## src/common/cfs_pkg.sv

```systemverilog
package cfs_pkg;
  // ==========================================
  // register indices and byte addresses
  localparam logic [9:0]  IDX_SYNTH   = 10'h004;
  localparam logic [9:0]  IDX_SYNTH_OUTPUT_DIVIDER = 10'h006;
  localparam logic [9:0]  IDX_FLAGS   = 10'h007;
  localparam logic [9:0]  IDX_ENABLE  = 10'h008;
  localparam logic [9:0]  IDX_CLKSEL  = 10'h009;
  localparam logic [11:0] ADDR_SYNTH   = {IDX_SYNTH, 2'b00};
  localparam logic [11:0] ADDR_SYNTH_OUTPUT_DIVIDER = {IDX_SYNTH_OUTPUT_DIVIDER, 2'b00};
  localparam logic [11:0] ADDR_FLAGS   = {IDX_FLAGS, 2'b00};
  localparam logic [11:0] ADDR_ENABLE  = {IDX_ENABLE, 2'b00};
  localparam logic [11:0] ADDR_CLKSEL  = {IDX_CLKSEL, 2'b00};
  // ==========================================
  // flag and enable bit positions
  localparam int B_TICK = 7;
  localparam int B_LCHG = 4;
  localparam int B_LOCK = 3;
  localparam int B_OCHG = 1;
  localparam int B_QUAL = 0;
  // ==========================================
  // clock-select bit positions
  localparam int B_SYSTEM_CLOCK_FROM_SYNTH = 7;
  localparam int B_KEEP   = 6;
  localparam int B_WDHALT = 5;
  localparam int B_WDHI   = 4;
  localparam int B_TKPS   = 3;
  localparam int B_WDPS   = 2;
  localparam int B_TKSRC  = 1;
  localparam int B_WDLO   = 0;
  // fields writable in normal mode while the guard is off
  localparam logic [7:0] MASK_NORMAL = 8'hce;
  // fields writable until watchdog write-once
  localparam logic [7:0] MASK_WDOG   = 8'h31;
  // ==========================================
  // reset values
  localparam logic [7:0] RST_CLKSEL  = 8'h80;
  localparam logic [7:0] RST_SYNTH   = 8'h00;
  localparam logic [4:0] RST_SYNTH_OUTPUT_DIVIDER = 5'h03;
  // ==========================================
  // divide ratio while unlocked
  localparam logic [5:0] DIV_UNLOCKED = 6'h04;
endpackage : cfs_pkg

```

## src/rtl/cfs_clock_flags.sv

```systemverilog
`timescale 1ns/10ps
module cfs_clock_flags
  import cfs_pkg::*;
(
  // clock and reset
  input  wire logic        ref_clk_i,
  input  wire logic        resetn_i,
  // apb slave
  input  wire logic        psel_i,
  input  wire logic        penable_i,
  input  wire logic        pwrite_i,
  input  wire logic [11:0] paddr_i,
  input  wire logic [31:0] pwdata_i,
  output logic      [31:0] prdata_o,
  output logic             pready_o,
  output logic             pslverr_o,
  // events and status from the clock core
  input  wire logic        tick_timeout_i,
  input  wire logic        pll_lock_i,
  input  wire logic        osc_good_i,
  input  wire logic        full_stop_entry_i,
  input  wire logic        osc_loss_i,
  // mode and protection
  input  wire logic        write_guard_bit_i,
  input  wire logic        special_mode_i,
  input  wire logic        watchdog_written_once_i,
  input  wire logic        osc_monitor_reset_enable_i,
  // requests and clock control
  output logic             tick_irq_o,
  output logic             pll_state_change_irq_o,
  output logic             osc_change_irq_o,
  output logic      [7:0]  clock_source_select_o,
  output logic      [5:0]  synth_clock_divide_o,
  output logic             system_stall_o
);

  // ==========================================
  // state
  logic [2:0]  flag_reg;     // tick, lock change, osc change
  logic [2:0]  flag_next;
  logic [2:0]  en_reg;       // matching enables
  logic [2:0]  en_next;
  logic        lock_reg;     // lock status
  logic        lock_next;
  logic        qual_reg;     // oscillator qualified status
  logic        qual_next;
  logic        reopen_reg;   // select lo may be set again
  logic        reopen_next;
  logic [7:0]  clks_reg;     // clock source select
  logic [7:0]  clks_next;
  logic [7:0]  synth_reg;    // synthesizer multiplier
  logic [4:0]  synth_output_divider_reg;  // synthesizer output divider
  logic [2:0]  irq_reg;      // registered requests
  logic [5:0]  div_reg;      // registered divide ratio
  logic [5:0]  div_next;
  logic        stall_reg;    // registered stall
  logic [31:0] prdata_reg;
  logic        pready_reg;
  logic        pslverr_reg;

  // ==========================================
  // apb decode
  wire access_w  = psel_i & penable_i;
  // one wait state: the answer edge is the commit edge
  wire commit_w  = access_w & pready_reg;
  wire wr_w      = commit_w & pwrite_i;
  wire hit_syn   = (paddr_i == ADDR_SYNTH);
  wire hit_pdv   = (paddr_i == ADDR_SYNTH_OUTPUT_DIVIDER);
  wire hit_flg   = (paddr_i == ADDR_FLAGS);
  wire hit_en    = (paddr_i == ADDR_ENABLE);
  wire hit_clk   = (paddr_i == ADDR_CLKSEL);
  wire mapped_w  = hit_syn | hit_pdv | hit_flg | hit_en | hit_clk;
  wire [7:0] wd8 = pwdata_i[7:0];

  // ==========================================
  // write qualifiers
  // synthesizer needs guard off and synth clock selected
  wire syn_wr_w  = wr_w & hit_syn & ~write_guard_bit_i & clks_reg[B_SYSTEM_CLOCK_FROM_SYNTH];
  // output divider needs synth clock selected
  wire pdv_wr_w  = wr_w & hit_pdv & clks_reg[B_SYSTEM_CLOCK_FROM_SYNTH];
  wire flg_wr_w  = wr_w & hit_flg;
  wire en_wr_w   = wr_w & hit_en;
  // guard blocks clock-select in every mode
  wire clk_wr_w  = wr_w & hit_clk & ~write_guard_bit_i;

  // ==========================================
  // status tracking
  // a synthesizer write restarts both qualifications
  assign lock_next = syn_wr_w ? 1'b0 : pll_lock_i;
  // full stop also drops qualification
  assign qual_next = (syn_wr_w | full_stop_entry_i) ? 1'b0 : osc_good_i;
  wire qual_fall_w = qual_reg & ~qual_next;

  // ==========================================
  // event flags, set beats write-one clear
  wire [2:0] set_w = {tick_timeout_i,
                      lock_reg ^ lock_next,
                      qual_reg ^ qual_next};
  wire [2:0] clr_w = flg_wr_w ? {wd8[B_TICK], wd8[B_LCHG], wd8[B_OCHG]}
                              : 3'h0;
  assign flag_next = set_w | (flag_reg & ~clr_w);
  assign en_next   = en_wr_w ? {wd8[B_TICK], wd8[B_LCHG], wd8[B_OCHG]}
                             : en_reg;

  // ==========================================
  // clock-select write masking
  // special mode opens every bit
  wire [7:0] wd_open_w = watchdog_written_once_i ? 8'h00 : MASK_WDOG;
  // reopened select lo may only be set, not cleared
  wire reopen_set_w = reopen_reg & wd8[B_WDLO];
  wire [7:0] mask_w = special_mode_i ? 8'hff
                    : (MASK_NORMAL | wd_open_w
                       | {7'h00, reopen_set_w});
  wire [7:0] eff_mask_w = clk_wr_w ? mask_w : 8'h00;
  wire [7:0] merged_w   = (clks_reg & ~eff_mask_w) | (wd8 & eff_mask_w);

  // ==========================================
  // automatic changes to clock select
  always_comb begin
    clks_next = merged_w;
    // select lo drops when qualification falls
    if (qual_fall_w) begin
      clks_next[B_WDLO] = 1'b0;
    end
    // select hi is left alone here on purpose
    // synth clock forced while unqualified
    if (!qual_next || full_stop_entry_i) begin
      clks_next[B_SYSTEM_CLOCK_FROM_SYNTH] = 1'b1;
    end
  end

  // ==========================================
  // reopen bookkeeping for select lo
  always_comb begin
    reopen_next = reopen_reg;
    // armed only when the auto clear took a set bit
    if (qual_fall_w && clks_reg[B_WDLO]) begin
      reopen_next = 1'b1;
    end else if (clk_wr_w && reopen_set_w) begin
      reopen_next = 1'b0;
    end
  end

  // ==========================================
  // synthesizer divide ratio
  wire [5:0] pdv_plus_w = {1'b0, synth_output_divider_reg} + 6'h01;
  assign div_next = lock_reg ? pdv_plus_w : DIV_UNLOCKED;

  // ==========================================
  // read mux
  wire [7:0] flags_rd_w = {flag_reg[2], 2'b00, flag_reg[1], lock_reg,
                           1'b0, flag_reg[0], qual_reg};
  wire [7:0] en_rd_w    = {en_reg[2], 2'b00, en_reg[1], 2'b00, en_reg[0], 1'b0};
  wire [7:0] rd8_w = hit_syn ? synth_reg
                   : hit_pdv ? {3'h0, synth_output_divider_reg}
                   : hit_flg ? flags_rd_w
                   : hit_en  ? en_rd_w
                   : hit_clk ? clks_reg
                   : 8'h00;

  // ==========================================
  // apb handshake
  always_ff @(posedge ref_clk_i or negedge resetn_i) begin
    if (!resetn_i) begin
      pready_reg  <= 1'b0;
      pslverr_reg <= 1'b0;
      prdata_reg  <= 32'h0;
    end else begin
      // ready for one cycle, one edge after access starts
      pready_reg  <= access_w & ~pready_reg;
      pslverr_reg <= access_w & ~pready_reg & ~mapped_w;
      // data only valid beside ready
      prdata_reg  <= (access_w & ~pready_reg) ? {24'h0, rd8_w} : 32'h0;
    end
  end

  // ==========================================
  // flag, enable and status registers
  always_ff @(posedge ref_clk_i or negedge resetn_i) begin
    if (!resetn_i) begin
      flag_reg   <= 3'h0;
      en_reg     <= 3'h0;
      lock_reg   <= 1'b0;
      qual_reg   <= 1'b0;
      reopen_reg <= 1'b0;
    end else begin
      flag_reg   <= flag_next;
      en_reg     <= en_next;
      lock_reg   <= lock_next;
      qual_reg   <= qual_next;
      reopen_reg <= reopen_next;
    end
  end

  // ==========================================
  // configuration registers
  always_ff @(posedge ref_clk_i or negedge resetn_i) begin
    if (!resetn_i) begin
      clks_reg    <= RST_CLKSEL;
      synth_reg   <= RST_SYNTH;
      synth_output_divider_reg <= RST_SYNTH_OUTPUT_DIVIDER;
    end else begin
      clks_reg <= clks_next;
      if (syn_wr_w) begin
        synth_reg <= wd8;
      end
      if (pdv_wr_w) begin
        synth_output_divider_reg <= wd8[4:0];
      end
    end
  end

  // ==========================================
  // requests and control outputs
  // requests track flag and enable of the same edge
  always_ff @(posedge ref_clk_i or negedge resetn_i) begin
    if (!resetn_i) begin
      irq_reg   <= 3'h0;
      div_reg   <= DIV_UNLOCKED;
      stall_reg <= 1'b0;
    end else begin
      irq_reg   <= flag_next & en_next;
      div_reg   <= div_next;
      // no monitor reset means the core just waits
      stall_reg <= ~clks_next[B_SYSTEM_CLOCK_FROM_SYNTH] & ~osc_monitor_reset_enable_i
                   & osc_loss_i;
    end
  end

  // ==========================================
  // output wiring
  assign prdata_o               = prdata_reg;
  assign pready_o               = pready_reg;
  assign pslverr_o              = pslverr_reg;
  assign tick_irq_o             = irq_reg[2];
  assign pll_state_change_irq_o = irq_reg[1];
  assign osc_change_irq_o       = irq_reg[0];
  assign clock_source_select_o  = clks_reg;
  assign synth_clock_divide_o   = div_reg;
  assign system_stall_o         = stall_reg;
endmodule : cfs_clock_flags

```

## config.mk

```make
export PLATFORM = sky130hd
export DESIGN_NAME = cfs_clock_flags
export DESIGN_NICKNAME = d
export VERILOG_FILES = /design/src/common/cfs_pkg.sv /design/src/rtl/cfs_clock_flags.sv
export SDC_FILE = /design/constraint.sdc
export NUM_CORES = 1
export LEC_CHECK = 0
export BUFFER_PORTS_ARGS = -buffer_cell sky130_fd_sc_hd__clkbuf_2
export CAP_MARGIN = 20
export CORE_MARGIN = 2
export CORE_UTILIZATION = 45
export DETAILED_ROUTE_END_ITERATION = 6
export PLACE_DENSITY = 0.75
export SETUP_SLACK_MARGIN = 0.05
export SLEW_MARGIN = 20
export SYNTH_ARGS = -nofsm -noshare
export SYNTH_HDL_FRONTEND = slang
export SYNTH_SLANG_ARGS = --single-unit
```

## constraint.sdc

```tcl
create_clock -name ref_clk_i -period 3.7 [get_ports ref_clk_i]
set_clock_uncertainty 0.05 [all_clocks]
set_input_delay 0.555 -clock ref_clk_i [delete_from_list [all_inputs] [get_ports ref_clk_i]]
set_output_delay 0.555 -clock ref_clk_i [all_outputs]
set_load 0.01 [all_outputs]
```

# After elaboration in Yosys (flattened, before gate mapping)
# Cells that the tools add are included.
# totals
reg_bits,50
latch_bits,0
ram_bits,0
mem_bits_ro,0
input_bits,58
output_inout_bits,52
elab_cells,83
n_memories,0
# classes
addsub,1
mul,0
div_mod_pow,0
n_lt_le_gt_ge,0
n_eq_ne,5
shifts,0
muxes,18
n_bitwise,40
reduce_logical,5
# ops
cell,count
$mux W8,8
$eq A12 B5 Y1 const B,3
$eq A12 B6 Y1 const B,2
$and A1 B1 Y1,18
$and A8 B8 Y8,2
$mux W6,2
$not A8 Y8,1
$or A8 B1 Y8,1
$or A8 B8 Y8,1
$add A5 B1 Y6 const B,1
$and A3 B3 Y3,2
$mux W1,6
$mux W3,2
$not A1 Y1,6
$or A1 B1 Y1,5
$not A3 Y3,1
$or A3 B3 Y3,1
$logic_and A1 B1 Y1,2
$reduce_bool A2 Y1,1
$xor A1 B1 Y1,2
$logic_not A1 Y1,1
$logic_or A1 B1 Y1,1

# Depth between registers and ports, before layout
# logic_depth
ltp_word,14
ltp_mapped,8
depth_no_buf,7

# Least setup slack after synthesis
# Ideal clock, no wire load.
# synth_path
path_type,input -> register
startpoint,input port paddr_i[7]
endpoint,register synth_reg[0]
setup_ns,0.125
arrival_time_ns,2.249
required_time_ns,3.525
setup_slack_ns,1.276
path_stages,5
path_buffers,1
path_cell_list,or4_4 -> or3_4 -> or3_1 -> buf_6 -> mux2_4
# synth_between
elab_chain_cells,4
# synth_lines
item,line,text
"start, declared",cfs_clock_flags.sv:12,"input wire logic [11:0] paddr_i,"
$eq A12 B5 Y1,cfs_clock_flags.sv:67,wire hit_syn = (paddr_i == ADDR_SYNTH);
$and A1 B1 Y1 (3 in series),cfs_clock_flags.sv:78,wire syn_wr_w = wr_w & hit_syn & ~write_guard_bit_i & clks_reg[B_SYSTEM_CLOCK_FROM_SYNTH];
"end signal, assigned",cfs_clock_flags.sv:205,synth_reg <= wd8;
"end, declared",cfs_clock_flags.sv:51,logic [7:0] synth_reg;
# Every way passes these cells.
# A chain may end at the register's enable or synchronous reset.

# Worst setup path after layout
# layout_path
startpoint,input port paddr_i[7]
endpoint,register synth_reg[1]
# The elaborated chain is that of the path after synthesis.

==> metrics.md <==
| Metric | Value |
|---|---|
| Top_reg_cell synth | dfrtp_1 |
| Total CTS buffers | 5 |
| Core footprint | 5470 µm² |
| WL final | 5680 µm |
| Post-layout net count | 355 |
| Seq pwr share | 0.574 |
| Flop2flop setup slack | 1.47 ns |
| Crit path max-delay family | simple AND/OR/NAND/NOR gates |
| Fraction of registers with async set/reset | 1.00 |
| Pin count of the biggest net entering global routing | 28 |
| CP peak stage delay | 0.60 ns |
| Clk sinks | 50 |
| Vias | 1955 |
| Yosys cell types | 48 |
| Die footprint | ~6200 µm² |
| Critical register-to-register path endpoint | synth_reg[1]$_DFFE_PN0P_ |
| Reg-to-Reg Start | pready_o$_DFF_PN0_ |
| Crit share post-route | 0.670 |
| GP Congestion | about 0.9 |
| Hold_buf cts | 0 |
| Antenna viol nets, final | 0 |
| Max-Cap Viols | 0 |
| Setup Viol. Count Final | 0 |
| DRT Pass-1 Iters | 4 |
| Antenna cells | 0 |
| Fmax | 0.404 GHz |
| Congestion Overflow GR | 0 |
| Synth Cell Area | 2520 µm² |
| Worst setup SP type | primary input |
| Row count | 27 |
| Yosys warnings | 0 |
| Final WS setup | about 1.2 ns |
| CP cell instances | clkbuf_2 > or4_4 > or3_4 > or3_1 > mux2_4 |
| FF+latch count, synth | 50 |
| CTS-repair resized insts | 0 |
| Final hold slack | between 0.15 and 0.2 ns |
| Outcome | complete, no violations |
| Slowest-stage cell, CP | or3_1 |
| Crit path kind | primary input to flip-flop |
| Internal power | roughly 0.00073 W |
| WP data required | 3.84 ns |
| Antenna violations before repair | 0 |
| Pwr Density | 329 nW/µm² |
| GRT Total Usage | 0.189 |
| Number of synthesized flops with an enable pin | 0 |
| Chip Height | around 79 µm |
| DRC | 0 |
| Most numerous cell in the Yosys netlist | dfrtp_1 |
| Crit. End Element | flip-flop |
| Initial Util | 0.461 |
| H-tree Lvls | 2 |
| Syn_area_per_cell | between 10 and 15 µm² |
| 1st-iter DRT viols | roughly 160 |
| WP data arrival | 2.62 ns |
| Seq/Total Area, Yosys | 0.498 |
| Setup WS pre-CTS | 0.906 ns |
| Post-CTS Setup Repair Bufs | 0 |
| Leak | roughly 1.5 nW |
| Clk_lat worst skew | ~0.3 ns |
| WL/cell | ~15 µm |
| Layout cells sized above 1 | 0.348 |
| Max Slew Vio Count | 0 |
| Worst-path fanout max | 9 |
| Measured slew at the worst slew-check pin | between 0.9 and 1 ns |
| Unrepaired setup endpoints after global routing | no |
| VDD IR max | 167 µV |
| Clock-pin slew on the worst setup and hold paths | 0.09 ns |
| Final hold violation count | 0 |
| Cells after synthesis | 229 |
| Number of vias per cell | 5.31 |
| Clk buf depth | 2 |
| Net Sw Power | 0.000234 W |
| Top cells by area, synth | dfrtp_1 46%, buf_4 7.1%, mux2_2 5.4% |
| Hold WC Path Type | primary input to async pin |
| # port buffers | 61 |
| Synth top cells by count | 46 x dfrtp_1, 24 x buf_4, 14 x nand3_1 |
| Synth top area share | 0.457 |
| Yosys top cell by area | dfrtp_1 |
| First-pass GRT wire length | between 9000 and 10000 µm |
| CP bufs+invs | 1 |
| Dpl hpwl | approximately 4300 µm |
| Max transition margin | 0.356 |
| Worst r2r path cells | 4 |
| I/O pin total | 110 |
| Minimum clock period | 2.48 ns |
| Setup TNS | 0 ns |
| Clk pwr share | 0.340 |
| Vias in the first global route | 1809 |
| Switching Fraction | 0.243 |
| CTS tree | done |
| CTS root buf | clkbuf_8 |
| Die width | a little under 80 µm |
| Combinational power share | 0.086 |
| Area delta synth->final | 16.0% |
-- worst reg2reg max path, cell delays in order, from the launching register on --
cell	delay [ns]
dfrtp_1	0.38
nand4_1	0.22
or3_1	0.43
or3_1	0.64
mux2_4	0.39
-- placed cells by master (no fill, tap or decap), drive strengths merged, types with 5 or more instances in the layout --
| cell | netlist | routed |
|---|---|---|
| clkbuf | 5 | 68 |
| nand2 | 10 | 10 |
| inv | 7 | 7 |
| a32oi | 6 | 6 |
| buf | 26 | 6 |
| nor2 | 11 | 11 |
| a21oi | 5 | 5 |
| nand3 | 14 | 14 |
| or3 | 5 | 5 |
| nand2b | 7 | 7 |
| nand4 | 5 | 5 |
| mux2 | 20 | 20 |
| o21ai | 9 | 9 |
| conb | 1 | 24 |
| dfrtp | 46 | 46 |
-- power by group through the flow --
stage                     clock, W  sequential [W]  combinational [W]
final                     0.000328        0.000552          0.0000823
after global routing      0.000357        0.000553          0.0000922
after CTS                 0.000332        0.000552          0.0000823
after detailed placement         0        0.000563          0.0000820
after global placement           0        0.000563          0.0000809
after floorplan                  0        0.000564          0.0000549
-- kinds of logic (layout without fill, tap and decap cells) --
family | Yosys count | in the layout | synth area share
XOR/XNOR | 3 | 3 | 0.0104
adder cells (fa/ha/maj) | 2 | 2 | 0.00992
flip-flops | 50 | 50 | 0.498
multiplexers | 22 | 22 | 0.109
buffers and inverters | 38 | 82 | 0.0958
AO/OA/AOI/OAI | 37 | 37 | 0.102
AND/OR/NAND/NOR | 76 | 76 | 0.173
other | 1 | 24 | 0.00149
-- stage by stage --
step / std cells / area [µm²] / total power [W] / util
floorplan: 252 / 2610 / 0.000619 / -
global placement: 360 / 2830 / 0.000644 / 0.518
detailed placement: 360 / 2830 / 0.000645 / 0.518
CTS: 368 / 2920 / 0.000967 / 0.534
global route: 368 / 2920 / 0.00100 / 0.534
finish: 368 / 2920 / 0.000962 / 0.534
-- worst max-delay path by stage --
stage | from | to | slack, ns | depth (start not counted)
after floorplan | paddr_i[7] | synth_reg[0]$_DFFE_PN0P_ | 1.28 | 5
after global placement | paddr_i[7] | synth_reg[6]$_DFFE_PN0P_ | 0.90 | 5
after detailed placement | paddr_i[7] | synth_reg[7]$_DFFE_PN0P_ | 0.91 | 5
after CTS | paddr_i[7] | synth_reg[1]$_DFFE_PN0P_ | 1.22 | 5
after global routing | paddr_i[7] | synth_reg[1]$_DFFE_PN0P_ | 1.18 | 5
final | paddr_i[7] | synth_reg[1]$_DFFE_PN0P_ | 1.22 | 5
-- cell type report --
cell class / count / area, µm²
Multi-Input combinational cell: 164 / 1110
Timing Repair Buffer: 67 / 350
Tap cell: 72 / 90.1
Sequential cell: 50 / 1260
Inverter: 7 / 26.3
Clock buffer: 7 / 86.3
Fill cell: 523 / 2550
Clock inverter: 1 / 5.00
-- per-layer routing --
layer | vias to the layer above | GRT usage | share of wire
met1 | 949 | 0.264 | 0.45
met2 | 82 | 0.292 | 0.47
met5 | - | 0 | 0
li1 | 911 | - | -
met4 | 0 | 0.0603 | 0.015
met3 | 13 | 0.0443 | 0.072
Power figures use the tool's default switching activity.
